### src/numbering_pkg.sv
// numbering counter package: command codes, register offsets, reset
// values and the structs and enums shared by the counter files.
// assumes a single 50 MHz clock domain and byte-wide command input.
package numbering_pkg;

  // ***********************************************************
  // command byte codes
  // ***********************************************************
  localparam logic [7:0] CMD_LEAD = 8'h1d;
  localparam logic [7:0] OP_PRINT = 8'h63;
  localparam logic [7:0] OP_CSET = 8'h43;
  localparam logic [7:0] SUB_FMT = 8'h30;
  localparam logic [7:0] SUB_RANGE = 8'h31;
  localparam logic [7:0] SUB_VALUE = 8'h32;
  localparam logic [2:0] NPAR_FMT = 3'h2;
  localparam logic [2:0] NPAR_RANGE = 3'h6;
  localparam logic [2:0] NPAR_VALUE = 3'h2;
  localparam logic [2:0] MAX_DIGITS = 3'h5;
  localparam logic [1:0] MAX_JUST = 2'h2;
  localparam logic [1:0] JUST_SPACE = 2'h0;
  localparam logic [1:0] JUST_ZERO = 2'h1;
  localparam logic [1:0] JUST_LEFT = 2'h2;

  // ***********************************************************
  // values after reset
  // ***********************************************************
  localparam logic [15:0] RST_START = 16'h0001;
  localparam logic [15:0] RST_END = 16'hffff;
  localparam logic [7:0] RST_STEP = 8'h01;
  localparam logic [7:0] RST_REPEAT = 8'h01;
  localparam logic [15:0] RST_VALUE = 16'h0001;
  localparam logic [2:0] RST_DIGITS = 3'h0;
  localparam logic [1:0] RST_JUST = 2'h0;

  // ***********************************************************
  // register byte offsets
  // ***********************************************************
  localparam logic [4:0] ADDR_CMD = 5'h00;
  localparam logic [4:0] ADDR_STATUS = 5'h04;
  localparam logic [4:0] ADDR_VALUE = 5'h08;
  localparam logic [4:0] ADDR_FORMAT = 5'h0c;
  localparam logic [4:0] ADDR_RANGE = 5'h10;
  localparam logic [4:0] ADDR_STEPREP = 5'h14;

  // ***********************************************************
  // characters and counts
  // ***********************************************************
  localparam logic [7:0] CH_SPACE = 8'h20;
  localparam logic [7:0] CH_ZERO = 8'h30;
  localparam logic [7:0] CH_NINE = 8'h39;
  localparam logic [4:0] BCD_CYCLES = 5'h10;

  typedef struct packed {
    logic [15:0] start_val;
    logic [15:0] end_val;
    logic [7:0] step_size;
    logic [7:0] repeat_count;
  } range_cfg_s;

  typedef struct packed {
    logic [2:0] digits;
    logic [1:0] just;
  } fmt_cfg_s;

  typedef struct packed {
    logic [4:0] address;
    logic read;
    logic write;
    logic [31:0] writedata;
    logic [3:0] byteenable;
  } avm_req_s;

  typedef enum logic [1:0] {
    CNT_HOLD = 2'b00,
    CNT_UP = 2'b01,
    CNT_DOWN = 2'b11
  } cnt_mode_e;

  typedef enum logic [1:0] {
    P_IDLE = 2'b00,
    P_CONV = 2'b01,
    P_EMIT = 2'b11,
    P_STEP = 2'b10
  } prt_state_e;

  typedef enum logic [1:0] {
    K_IDLE = 2'b00,
    K_LEAD = 2'b01,
    K_SUB = 2'b11,
    K_PARAM = 2'b10
  } cmd_state_e;

endpackage

### src/bin_to_bcd.sv
// sequential binary to five-digit decimal converter (shift and add 3).
// assumes start is a one-cycle pulse; the input is registered with it.
`timescale 1ns/10ps
`default_nettype none
module bin_to_bcd (
  // clock and reset
  input wire logic mclk_i,
  input wire logic rstn_i,
  // request
  input wire logic start_i,
  input wire logic [15:0] bin_i,
  // result
  output logic [19:0] bcd_o,
  output logic done_o
);
  import numbering_pkg::*;

  logic [19:0] bcd_ff;
  logic [15:0] sh_ff;
  logic [4:0] cnt_ff;
  logic busy_ff;
  logic done_ff;
  logic [19:0] adj;

  always_comb begin
    adj = bcd_ff;
    for (int k = 0; k < 5; k++) begin
      if (bcd_ff[k*4 +: 4] >= 4'h5) begin
        adj[k*4 +: 4] = bcd_ff[k*4 +: 4] + 4'h3;
      end
    end
  end

  always_ff @(posedge mclk_i) begin
    if (!rstn_i) begin
      bcd_ff <= 20'h00000;
      sh_ff <= 16'h0000;
      cnt_ff <= 5'h00;
      busy_ff <= 1'b0;
      done_ff <= 1'b0;
    end else if (start_i) begin
      bcd_ff <= 20'h00000;
      sh_ff <= bin_i;
      cnt_ff <= 5'h00;
      busy_ff <= 1'b1;
      done_ff <= 1'b0;
    end else if (busy_ff) begin
      bcd_ff <= {adj[18:0], sh_ff[15]};
      sh_ff <= {sh_ff[14:0], 1'b0};
      cnt_ff <= cnt_ff + 5'h01;
      busy_ff <= (cnt_ff != BCD_CYCLES - 5'h01);
      done_ff <= (cnt_ff == BCD_CYCLES - 5'h01);
    end else begin
      done_ff <= 1'b0;
    end
  end

  assign bcd_o = bcd_ff;
  assign done_o = done_ff;

endmodule
`default_nettype wire

### src/field_char.sv
// picks the character at one position of the formatted counter field
// and reports the field width; purely combinational.
// assumes the decimal digits are stable while the field is walked.
`timescale 1ns/10ps
`default_nettype none
module field_char (
  // inputs
  input wire logic [19:0] bcd_i,
  input wire numbering_pkg::fmt_cfg_s fmt_i,
  input wire logic [2:0] idx_i,
  // outputs
  output logic [7:0] char_o,
  output logic [2:0] width_o
);
  import numbering_pkg::*;

  logic [2:0] act;
  logic [2:0] nd;
  logic [2:0] pos;
  logic fill;

  always_comb begin
    act = 3'h1;
    for (int k = 1; k < 5; k++) begin
      if (bcd_i[k*4 +: 4] != 4'h0) begin
        act = 3'(k + 1);
      end
    end
    width_o = (fmt_i.digits == 3'h0) ? act : fmt_i.digits;
    // a wider value keeps only its low digits
    nd = (act < width_o) ? act : width_o;
    pos = 3'h0;
    fill = 1'b0;
    if (fmt_i.just == JUST_LEFT && fmt_i.digits != 3'h0) begin
      if (idx_i < nd) begin
        pos = nd - 3'h1 - idx_i;
      end else begin
        fill = 1'b1;
      end
    end else begin
      pos = width_o - 3'h1 - idx_i;
      fill = (pos >= nd);
    end
    if (!fill) begin
      char_o = CH_ZERO | {4'h0, bcd_i[pos*4 +: 4]};
    end else if (fmt_i.just == JUST_ZERO && fmt_i.digits != 3'h0) begin
      char_o = CH_ZERO;
    end else begin
      char_o = CH_SPACE;
    end
  end

endmodule
`default_nettype wire

### src/numbering_counter_unit.sv
// numbering counter: parses command bytes written over avalon-mm,
// keeps range, step, repeat and format, and streams the formatted
// counter value out as characters on each print command.
// assumes the avalon master holds each request until waitrequest falls.
`timescale 1ns/10ps
`default_nettype none
module numbering_counter_unit (
  // clock and reset
  input wire logic mclk_i,
  input wire logic rstn_i,
  // avalon-mm slave
  input wire numbering_pkg::avm_req_s avs_req_i,
  output logic [31:0] avs_readdata_o,
  output logic avs_waitrequest_o,
  // print buffer character stream
  output logic [7:0] pb_char_o,
  output logic pb_valid_o
);
  import numbering_pkg::*;

  // ***********************************************************
  // declarations
  // ***********************************************************
  range_cfg_s cfg_ff;
  fmt_cfg_s fmt_ff;
  logic [15:0] value_ff;
  logic [7:0] rep_ff;
  logic fmt_rej_ff;
  cmd_state_e kst_ff;
  logic [7:0] sub_ff;
  logic [7:0] par_ff [6];
  logic [2:0] pidx_ff;
  prt_state_e pst_ff;
  logic [2:0] cidx_ff;
  logic wait_ff;
  logic [31:0] rdata_ff;
  logic [7:0] pb_char_ff;
  logic pb_valid_ff;

  logic busy;
  logic byte_go;
  logic [7:0] wbyte;
  logic [7:0] cur [6];
  logic [2:0] need;
  logic last_par;
  logic fmt_apply;
  logic fmt_bad;
  logic range_apply;
  logic value_apply;
  logic print_go;
  cnt_mode_e mode;
  logic [15:0] lim_min;
  logic [15:0] lim_max;
  logic out_range;
  logic [15:0] print_val;
  logic rep_last;
  logic [16:0] up_sum;
  logic up_wrap;
  logic dn_wrap;
  logic [15:0] next_val;
  logic [19:0] bcd;
  logic conv_done;
  logic [7:0] fch;
  logic [2:0] fwidth;
  logic [31:0] rd_mux;

  // ***********************************************************
  // avalon-mm slave
  // ***********************************************************
  assign busy = (pst_ff != P_IDLE);
  assign wbyte = avs_req_i.writedata[7:0];
  assign byte_go = !wait_ff && avs_req_i.write && avs_req_i.byteenable[0]
                   && avs_req_i.address == ADDR_CMD;

  always_comb begin
    rd_mux = 32'h00000000;
    case (avs_req_i.address)
      ADDR_STATUS: rd_mux = {16'h0000, rep_ff, 4'h0, fmt_rej_ff, mode, busy};
      ADDR_VALUE: rd_mux = {16'h0000, value_ff};
      ADDR_FORMAT: rd_mux = {26'h0000000, fmt_ff.just, 1'b0, fmt_ff.digits};
      ADDR_RANGE: rd_mux = {cfg_ff.end_val, cfg_ff.start_val};
      ADDR_STEPREP: rd_mux = {16'h0000, cfg_ff.repeat_count, cfg_ff.step_size};
      default: rd_mux = 32'h00000000;
    endcase
  end

  // a command byte waits while a print is running, so the parser never
  // changes the settings under a field that is being emitted
  always_ff @(posedge mclk_i) begin
    if (!rstn_i) begin
      wait_ff <= 1'b1;
      rdata_ff <= 32'h00000000;
    end else begin
      wait_ff <= !((avs_req_i.read || avs_req_i.write) && wait_ff
                   && !(avs_req_i.write && busy));
      if (avs_req_i.read && wait_ff) begin
        rdata_ff <= rd_mux;
      end
    end
  end

  // ***********************************************************
  // command parser
  // ***********************************************************
  always_comb begin
    for (int i = 0; i < 6; i++) begin
      cur[i] = (byte_go && 3'(i) == pidx_ff) ? wbyte : par_ff[i];
    end
    case (sub_ff)
      SUB_FMT: need = NPAR_FMT;
      SUB_RANGE: need = NPAR_RANGE;
      default: need = NPAR_VALUE;
    endcase
    last_par = byte_go && kst_ff == K_PARAM && pidx_ff == need - 3'h1;
    fmt_apply = last_par && sub_ff == SUB_FMT;
    range_apply = last_par && sub_ff == SUB_RANGE;
    value_apply = last_par && sub_ff == SUB_VALUE;
    fmt_bad = cur[0] > {5'h00, MAX_DIGITS} || cur[1] > {6'h00, MAX_JUST};
    print_go = byte_go && kst_ff == K_LEAD && wbyte == OP_PRINT;
  end

  always_ff @(posedge mclk_i) begin
    if (!rstn_i) begin
      kst_ff <= K_IDLE;
      sub_ff <= 8'h00;
      pidx_ff <= 3'h0;
      for (int i = 0; i < 6; i++) begin
        par_ff[i] <= 8'h00;
      end
    end else if (byte_go) begin
      case (kst_ff)
        K_IDLE: begin
          if (wbyte == CMD_LEAD) begin
            kst_ff <= K_LEAD;
          end
        end
        K_LEAD: begin
          if (wbyte == OP_CSET) begin
            kst_ff <= K_SUB;
          end else if (wbyte != CMD_LEAD) begin
            kst_ff <= K_IDLE;
          end
        end
        K_SUB: begin
          pidx_ff <= 3'h0;
          sub_ff <= wbyte;
          if (wbyte == SUB_FMT || wbyte == SUB_RANGE || wbyte == SUB_VALUE) begin
            kst_ff <= K_PARAM;
          end else begin
            kst_ff <= K_IDLE;
          end
        end
        K_PARAM: begin
          par_ff[pidx_ff] <= wbyte;
          pidx_ff <= pidx_ff + 3'h1;
          if (last_par) begin
            kst_ff <= K_IDLE;
          end
        end
        default: kst_ff <= K_IDLE;
      endcase
    end
  end

  // ***********************************************************
  // format and range settings
  // ***********************************************************
  always_ff @(posedge mclk_i) begin
    if (!rstn_i) begin
      fmt_ff.digits <= RST_DIGITS;
      fmt_ff.just <= RST_JUST;
      fmt_rej_ff <= 1'b0;
    end else if (fmt_apply) begin
      fmt_rej_ff <= fmt_bad;
      if (!fmt_bad) begin
        fmt_ff.digits <= cur[0][2:0];
        fmt_ff.just <= cur[1][1:0];
      end
    end
  end

  always_ff @(posedge mclk_i) begin
    if (!rstn_i) begin
      cfg_ff.start_val <= RST_START;
      cfg_ff.end_val <= RST_END;
      cfg_ff.step_size <= RST_STEP;
      cfg_ff.repeat_count <= RST_REPEAT;
    end else if (range_apply) begin
      cfg_ff.start_val <= {cur[1], cur[0]};
      cfg_ff.end_val <= {cur[3], cur[2]};
      cfg_ff.step_size <= cur[4];
      cfg_ff.repeat_count <= cur[5];
    end
  end

  // ***********************************************************
  // counting mode and next value
  // ***********************************************************
  always_comb begin
    if (cfg_ff.step_size == 8'h00 || cfg_ff.repeat_count == 8'h00
        || cfg_ff.start_val == cfg_ff.end_val) begin
      mode = CNT_HOLD;
    end else if (cfg_ff.start_val < cfg_ff.end_val) begin
      mode = CNT_UP;
    end else begin
      mode = CNT_DOWN;
    end
    lim_min = (mode == CNT_UP) ? cfg_ff.start_val : cfg_ff.end_val;
    lim_max = (mode == CNT_UP) ? cfg_ff.end_val : cfg_ff.start_val;
    out_range = mode != CNT_HOLD && (value_ff < lim_min || value_ff > lim_max);
    if (out_range && mode == CNT_UP) begin
      print_val = lim_min;
    end else if (out_range) begin
      print_val = lim_max;
    end else begin
      print_val = value_ff;
    end
    rep_last = {1'b0, rep_ff} + 9'h001 >= {1'b0, cfg_ff.repeat_count};
    up_sum = {1'b0, value_ff} + {9'h000, cfg_ff.step_size};
    up_wrap = up_sum > {1'b0, lim_max};
    dn_wrap = {1'b0, value_ff} < {1'b0, lim_min} + {9'h000, cfg_ff.step_size};
    if (mode == CNT_UP) begin
      next_val = up_wrap ? lim_min : up_sum[15:0];
    end else begin
      next_val = dn_wrap ? lim_max : value_ff - {8'h00, cfg_ff.step_size};
    end
  end

  // value and repetitions never change under a print: command bytes
  // are held off by waitrequest until the print has stepped
  always_ff @(posedge mclk_i) begin
    if (!rstn_i) begin
      value_ff <= RST_VALUE;
      rep_ff <= 8'h00;
    end else if (value_apply) begin
      value_ff <= {cur[1], cur[0]};
      rep_ff <= 8'h00;
    end else if (range_apply) begin
      rep_ff <= 8'h00;
    end else if (print_go) begin
      value_ff <= print_val;
    end else if (pst_ff == P_STEP && mode != CNT_HOLD) begin
      if (rep_last) begin
        rep_ff <= 8'h00;
        value_ff <= next_val;
      end else begin
        rep_ff <= rep_ff + 8'h01;
      end
    end
  end

  // ***********************************************************
  // print sequence
  // ***********************************************************
  bin_to_bcd u_bcd (
    .mclk_i(mclk_i),
    .rstn_i(rstn_i),
    .start_i(print_go),
    .bin_i(print_val),
    .bcd_o(bcd),
    .done_o(conv_done)
  );

  field_char u_field (
    .bcd_i(bcd),
    .fmt_i(fmt_ff),
    .idx_i(cidx_ff),
    .char_o(fch),
    .width_o(fwidth)
  );

  always_ff @(posedge mclk_i) begin
    if (!rstn_i) begin
      pst_ff <= P_IDLE;
      cidx_ff <= 3'h0;
      pb_char_ff <= 8'h00;
      pb_valid_ff <= 1'b0;
    end else begin
      pb_valid_ff <= 1'b0;
      case (pst_ff)
        P_IDLE: begin
          if (print_go) begin
            pst_ff <= P_CONV;
          end
        end
        P_CONV: begin
          cidx_ff <= 3'h0;
          if (conv_done) begin
            pst_ff <= P_EMIT;
          end
        end
        P_EMIT: begin
          pb_char_ff <= fch;
          pb_valid_ff <= 1'b1;
          cidx_ff <= cidx_ff + 3'h1;
          if (cidx_ff == fwidth - 3'h1) begin
            pst_ff <= P_STEP;
          end
        end
        P_STEP: pst_ff <= P_IDLE;
        default: pst_ff <= P_IDLE;
      endcase
    end
  end

  assign avs_readdata_o = rdata_ff;
  assign avs_waitrequest_o = wait_ff;
  assign pb_char_o = pb_char_ff;
  assign pb_valid_o = pb_valid_ff;
endmodule
`default_nettype wire

### config.mk
export PLATFORM = sky130hd
export DESIGN_NAME = numbering_counter_unit
export DESIGN_NICKNAME = d
export VERILOG_FILES = /design/src/numbering_pkg.sv /design/src/bin_to_bcd.sv /design/src/field_char.sv /design/src/numbering_counter_unit.sv
export SDC_FILE = /design/constraint.sdc
export NUM_CORES = 1
export LEC_CHECK = 0
export BUFFER_PORTS_ARGS = -buffer_cell sky130_fd_sc_hd__buf_2
export CORE_ASPECT_RATIO = 1.5
export CORE_MARGIN = 2
export CORE_UTILIZATION = 50
export CTS_CLUSTER_DIAMETER = 60
export DETAILED_ROUTE_END_ITERATION = 10
export GPL_TIMING_DRIVEN = 0
export PLACE_DENSITY = 0.67
export SLEW_MARGIN = 20
export SYNTH_ARGS = -nofsm -noshare
export SYNTH_HDL_FRONTEND = slang
export SYNTH_SLANG_ARGS = --single-unit
### constraint.sdc
create_clock -name mclk_i -period 11.1 [get_ports mclk_i]
set_input_delay 1.11 -clock mclk_i [delete_from_list [all_inputs] [get_ports mclk_i]]
set_output_delay 1.11 -clock mclk_i [all_outputs]
set_load 0.005 [all_outputs]
==> results of run 1 <==
==> tightest hold or removal path: stages, from the launching register on <==
cell,delay (ps)
dfxtp_1,310
nand2_1,50
a21oi_1,50
==> final cells by class <==
| cell class | instances | area share |
|---|---|---|
| plain buffers | 107 | 0.0259 |
| clock buffers | 28 | 0.0372 |
| well taps | 400 | 0.0298 |
| repair buffers | 54 | 0.0162 |
| inverters | 97 | 0.0217 |
| flip-flops and latches | 227 | 0.299 |
| multi-input cells | 1379 | 0.560 |
| clock inverters | 14 | 0.0106 |
==> report_power, final <==
part / total, W / switching (W) / internal (W) / leakage [nW]
clock network: 0.000841 / 0.000362 / 0.000479 / 0.398
logic: 0.0000577 / 0.0000453 / 0.0000124 / 4.52
registers: 0.000854 / 0.00000397 / 0.000850 / 1.90
total: 0.00175 / 0.000411 / 0.00134 / 6.83
==> layer usage <==
metal | vias to the layer above | GRT usage
met5 | - | 0
li1 | 6698 | -
met4 | 0 | 0.211
met2 | 653 | 0.570
met3 | 210 | 0.0421
met1 | 6853 | 0.388
==> stage by stage <==
stage | utilization | hold WS [ps]
2_1_floorplan | - | 427
3_3_place_gp | 0.530 | 437
3_5_place_dp | 0.531 | 445
4_1_cts | 0.557 | 454
5_1_grt | 0.557 | 470
6_report | 0.557 | 452
==> cells in the final DEF, fill, tap and decap left out, drive strengths merged, types with 28 or more instances in the layout <==
master  count
buf        81
xor2       29
clkbuf    108
mux2i      71
o211ai     31
nand3      57
o21ai      77
nor2      214
inv       100
ha        141
a21oi     148
nor3       38
a211oi     49
mux2       42
dfxtp     179
xnor2      32
nand2b     28
edfxtp     48
nand2     142
==> kinds of logic (layout without fill, tap and decap cells) <==
group / Yosys count / after routing / synth area share
flops: 227 / 227 / 0.330
xor+xnor: 61 / 61 / 0.0351
fa+ha+maj: 146 / 146 / 0.123
buf+inv: 204 / 300 / 0.0525
simple gates: 625 / 625 / 0.198
mux: 113 / 113 / 0.0780
other cells: 1 / 2 / 0.000246
compound gates: 432 / 432 / 0.184
==> path summary, 6_finish.rpt <==
kind,from,endpoint,slack (ps),cells past startpoint
worst max-delay path,cfg_ff[29],value_ff[11],2160,30
worst min-delay path,avs_readdata_o[25],avs_readdata_o[25],450,2
worst max register to register,cfg_ff[29],value_ff[11],2160,30
worst min register to register,avs_readdata_o[25],avs_readdata_o[25],450,2
==> flip-flops by register name (all words and copies together), names as in the netlist, 2 cells and up <==
| signal | flops |
|---|---|
| cidx_ff | 3 |
| avs_readdata_o | 32 |
| pb_char_o | 6 |
| u_bcd.bcd_o | 20 |
| pidx_ff | 3 |
| sub_ff | 8 |
| u_bcd.cnt_ff | 5 |
| value_ff | 16 |
| pst_ff | 2 |
| rep_ff | 8 |
| cfg_ff | 48 |
| fmt_ff | 5 |
| u_bcd.sh_ff | 16 |
| kst_ff | 2 |
| par_ff | 48 |
==> impl_metrics.csv, run 1 <==
group,metric,value,unit
synthesis,synth-edff-count,48,
routing,route.detailed.drc,0,
floorplanning,num_rows,78,
synthesis,ys_ff_latch,227,
floorplanning,pin_count,87,
timing,tightestPinTransition,1030,ps
synthesis,syn_inst,1809,
floorplanning,die-area,31900,µm²
clocking,path_clk_slew,70,ps
job,cap_violations,0,
timing,hold_viol,0,
critical_path,path_buf_inv,6,
clocking,ctsResizeCount,0,
routing,top_layer,"met4",
finish,fin_cells,2306,
synthesis,syn_area,15200,µm²
synthesis,async_flop_share,0,
critical_path,path_delay_family,"simple AND/OR/NAND/NOR gates",
critical_path,cp_slowest_cell,"nor4_1",
routing,via_count,14400,
critical_path,end_kind,"register",
timing,setup_slack,2160,ps
routing,drt_wl_total,53500,µm
timing,min_period_over_period,0.805,
synthesis,syn_area_per_cell,8.41,µm²
finish,layout.nets,2080,
synthesis,synth_common_cells,"214 x nor2_1, 179 x dfxtp_1, 148 x a21oi_1",
routing,wl_per_cell,23.2,µm
timing,maxSlewViolCount,0,
finish,fin_area,16800,µm²
routing,met2_length,25500,µm
clocking,root_buffer,"clkbuf_16",
floorplanning,fp.coreArea,30200,µm²
finish,fillers,2803,
critical_path,cp_max_fo,10,
clocking,cts_sinks,227,
routing,dr.pass1.iters,6,
critical_path,slowest_delay,600,ps
floorplanning,initial_utilization,0.505,
clocking,post-cts-setup-buffer-count,0,
placed_design,numPortBuffers,53,
timing,post-route-min-period,8940,ps
clocking,hold_buffers,0,
placed_design,dpl.hpwl,41100,µm
routing,wl_met3,3700,µm
synthesis,synthTopCellsByArea,"dfxtp_1 24%, ha_1 12%, edfxtp_1 9.5%",
synthesis,ys_seq_area_frac,0.330,
timing,slew_headroom,0.315,
grt,grt_pass1_wl,81200,µm
timing,grt_setup_unrepaired,"no",
power_and_ir_drop,power,0.00175,W
clocking,cts_tree,"done",
placed_design,pre_cts_slack,2320,ps
finish,final_layout_size_suffix_gt1_frac,0.0850,
placed_design,gp_congestion,1.04,
routing,wl_met1,20400,µm
timing,finalClockSkew,43.4,ps
grt,antenna_found_initial,1,
synthesis,yosysTopAreaCell,"dfxtp_1",
routing,drt_iter0_drc,1152,
synthesis,synth-main-ff-cell,"dfxtp_1",
timing,fin_setup_tns,0,ps
routing,routed_via_density,6.25,
critical_path,criticalPathCategory,"reg -> reg",
clocking,h-tree-depth,1,
placed_design,place_area,16000,µm²
synthesis,yosys.cell_types.count,84,
finish,multi_input_area,9400,µm²
grt,grt_max_degree,18,
timing,setup_viol_count_final,0,
grt,track_usage,0.331,
power_and_ir_drop,power.ir.vdd_worst,138,µV
finish,seqCellArea,5020,µm²
finish,insertedDiodeCount,0,
critical_path,worstPathArrival,9340,ps
status,outcome,"completed",
min_path,hp-class,"reg -> reg",
timing,fmax,112,MHz
finish,area_growth,10.4,%
synthesis,yosysWarnings,0,
power_and_ir_drop,powerDensity,104,nW/µm²
grt,grt_pass1_vias,13900,
placed_design,place_inst,2264,
floorplanning,dieHeight,218,µm
power_and_ir_drop,power.leakage,6.83,nW
clocking,cts_buffers,23,
clocking,cts_max_path_buffers,3,
critical_path,crit_required,11500,ps
synthesis,yosysMostFrequentCell,"nor2_1",
routing,ant_nets,0,
clocking,clkLatencyLatePin,550,ps
grt,grt_overflow,0,
floorplanning,die_width,146,µm
synthesis,synth_top_area_frac,0.235,
critical_path,start_kind,"register",
No activity file was read; power rests on OpenSTA's default activity.
==> run 2, diff against run 1 <==
Settings changed: ABC_AREA from default to 1.
Clock period 11.1 ns to 8.83 ns, I/O delays scaled along.
==> impl_metrics.csv, run 2 <==
group,metric,value,unit
power_and_ir_drop,p_int,0.00170,W
placed_design,dpl.hpwl,46800,µm
floorplanning,die_width,146,µm
critical_path,cp_max_fo,10,
placed_design,numPortBuffers,57,
timing,fin_setup_tns,0,ps
floorplanning,dieHeight,217,µm
synthesis,yosysMostFrequentCell,"nand2_1",
power_and_ir_drop,power.leakage,7.19,nW
routing,drt_wl_total,58100,µm
grt,antenna_found_initial,0,
placed_design,gp_congestion,1.04,
finish,fin_cells,2584,
grt,grt_pass1_vias,14500,
critical_path,end_kind,"register",
timing,maxSlewViolCount,0,
routing,route.detailed.drc,0,
grt,grt_max_degree,15,
clocking,cts_sinks,227,
synthesis,yosysTopAreaCell,"dfxtp_1",
finish,layout.nets,2358,
critical_path,start_kind,"register",
timing,min_period_over_period,0.774,
routing,top_layer,"met4",
timing,tightestPinTransition,1080,ps
floorplanning,initial_utilization,0.503,
timing,post-route-min-period,6830,ps
synthesis,synthTopCellsByArea,"dfxtp_1 24%, ha_1 12%, edfxtp_1 9.5%",
synthesis,yosys.cell_types.count,62,
routing,drt_iter0_drc,1121,
clocking,clkLatencyLatePin,550,ps
synthesis,syn_area,15100,µm²
power_and_ir_drop,clkPwrFrac,0.480,
clocking,path_clk_slew,70,ps
power_and_ir_drop,powerDensity,133,nW/µm²
synthesis,synth-main-ff-cell,"dfxtp_1",
critical_path,criticalPathCategory,"reg -> reg",
synthesis,synth-edff-count,48,
job,cap_violations,0,
routing,via_count,15100,
routing,met2_length,27900,µm
timing,grt_setup_unrepaired,"no",
critical_path,worstPathArrival,7250,ps
critical_path,slowest_delay,600,ps
timing,fmax,146,MHz
routing,wl_per_cell,22.5,µm
min_path,hp-class,"reg -> reg",
synthesis,syn_inst,2082,
clocking,hold_buffers,0,
finish,final_common_cell,"nand2_1",
synthesis,syn_area_per_cell,7.27,µm²
placed_design,place_inst,2540,
synthesis,ys_seq_area_frac,0.332,
power_and_ir_drop,p_seq_frac,0.485,
power_and_ir_drop,pwr-share-comb,0.035,
synthesis,async_flop_share,0,
grt,grt_pass1_wl,86000,µm
floorplanning,fp.coreArea,30100,µm²
routing,dr.pass1.iters,6,
status,outcome,"completed",
floorplanning,die-area,31700,µm²
clocking,root_buffer,"clkbuf_16",
finish,final_layout_size_suffix_gt1_frac,0.0733,
critical_path,crit_top_cell,"nand2_1",
finish,insertedDiodeCount,0,
clocking,h-tree-depth,1,
routing,routed_via_density,5.85,
timing,finalClockSkew,15.2,ps
grt,grt_overflow,0,
power_and_ir_drop,power.ir.vdd_worst,187,µV
synthesis,synth_top_area_frac,0.237,
timing,hold_viol,0,
timing,setup_viol_count_final,0,
routing,wl_met3,3110,µm
routing,wl_met1,22100,µm
clocking,cts_tree,"done",
critical_path,crit_required,9250,ps
clocking,cts_buffers,25,
critical_path,cp_slowest_cell,"clkbuf_1",
finish,area_growth,10.7,%
routing,ant_nets,0,
floorplanning,num_rows,78,
finish,layout_common_cells,"363 x nand2_1, 288 x inv_1, 215 x a21oi_1",
grt,track_usage,0.359,
power_and_ir_drop,switchingPower,0.000521,W
floorplanning,pin_count,87,
synthesis,synth_common_cells,"363 x nand2_1, 288 x inv_1, 215 x a21oi_1",
power_and_ir_drop,p_sw_frac,0.234,
synthesis,yosysWarnings,0,
clocking,cts_max_path_buffers,3,
timing,slew_headroom,0.280,
clocking,ctsResizeCount,0,
clocking,post-cts-setup-buffer-count,0,
synthesis,ys_ff_latch,227,
==> run 2: cell types whose count changed in the layout (fill, tap and decap cells not counted), sizes merged, moves of 42 or more <==
| cell | delta |
|---|---|
| o21ai | +99 |
| mux2i | -71 |
| a211oi | -42 |
| o22ai | +54 |
| a21oi | +68 |
| nand2 | +227 |
| inv | +196 |
| mux2 | -42 |
==> run 2: layout make-up <==
cell class | instances | area [µm²]
inverter | 300 | 1130
clock buffer | 36 | 738
clock inverter | 8 | 90.1
sequential | 227 | 5020
multi-input combinational | 1478 | 8620
timing repair buffer | 57 | 285
tap | 400 | 500
buffer | 78 | 354
fill | 3000 | 13300
==> run 2: final timing paths <==
check	startpoint	to	slack [ps]	cells after the start
worst max-delay path	cfg_ff[31]	value_ff[7]	2000	32
worst min-delay path	par_ff[4][6]	cfg_ff[14]	450	2
worst max register to register	cfg_ff[31]	value_ff[7]	2000	32
worst min register to register	par_ff[4][6]	cfg_ff[14]	450	2
==> run 2: cell families after synthesis <==
| kind of cell | synth area share |
|---|---|
| xor+xnor | 0.0301 |
| buf+inv | 0.0980 |
| fa+ha+maj | 0.123 |
| other cells | 0.000248 |
| compound gates | 0.211 |
| flops | 0.332 |
| simple gates | 0.205 |
==> run 2: worst max-delay path, delay by kind of cell, from the launching register on <==
family / cells / cell delay [ps]
xor gates and xnor gates: 1 / 160
buffers and inverters: 8 / 1850
AOI/OAI and AO/OA: 8 / 1340
adders and majority gates: 3 / 970
and+or+nand+nor: 12 / 1850
DFF: 1 / 500
==> run 2: metrics by stage <==
step                      area (µm²)  setup WS (ps)  power, W   util  hold WS [ps]
after floorplan                15100           3790   0.00114      -           422
after global placement         15900           2180   0.00118  0.529           433
after detailed placement       15900           2080   0.00118  0.529           436
after CTS                      16700           2050   0.00223  0.557           452
after global routing           16700           1560   0.00227  0.557           482
final                          16700           2000   0.00222  0.557           450
==> run 2: power by group through the flow <==
stage	registers, W	clock network (W)	logic (W)
final	0.00108	0.00107	0.0000782
after global routing	0.00108	0.00111	0.0000832
after CTS	0.00108	0.00107	0.0000768
after detailed placement	0.00110	0	0.0000765
after global placement	0.00110	0	0.0000756
after floorplan	0.00110	0	0.0000378
==> run 2: routing by layer <==
layer / vias to the layer above / global-route usage
met2: 578 / 0.629
met4: 0 / 0.255
li1: 7231 / -
met3: 220 / 0.0342
met1: 7095 / 0.409
met5: - / 0
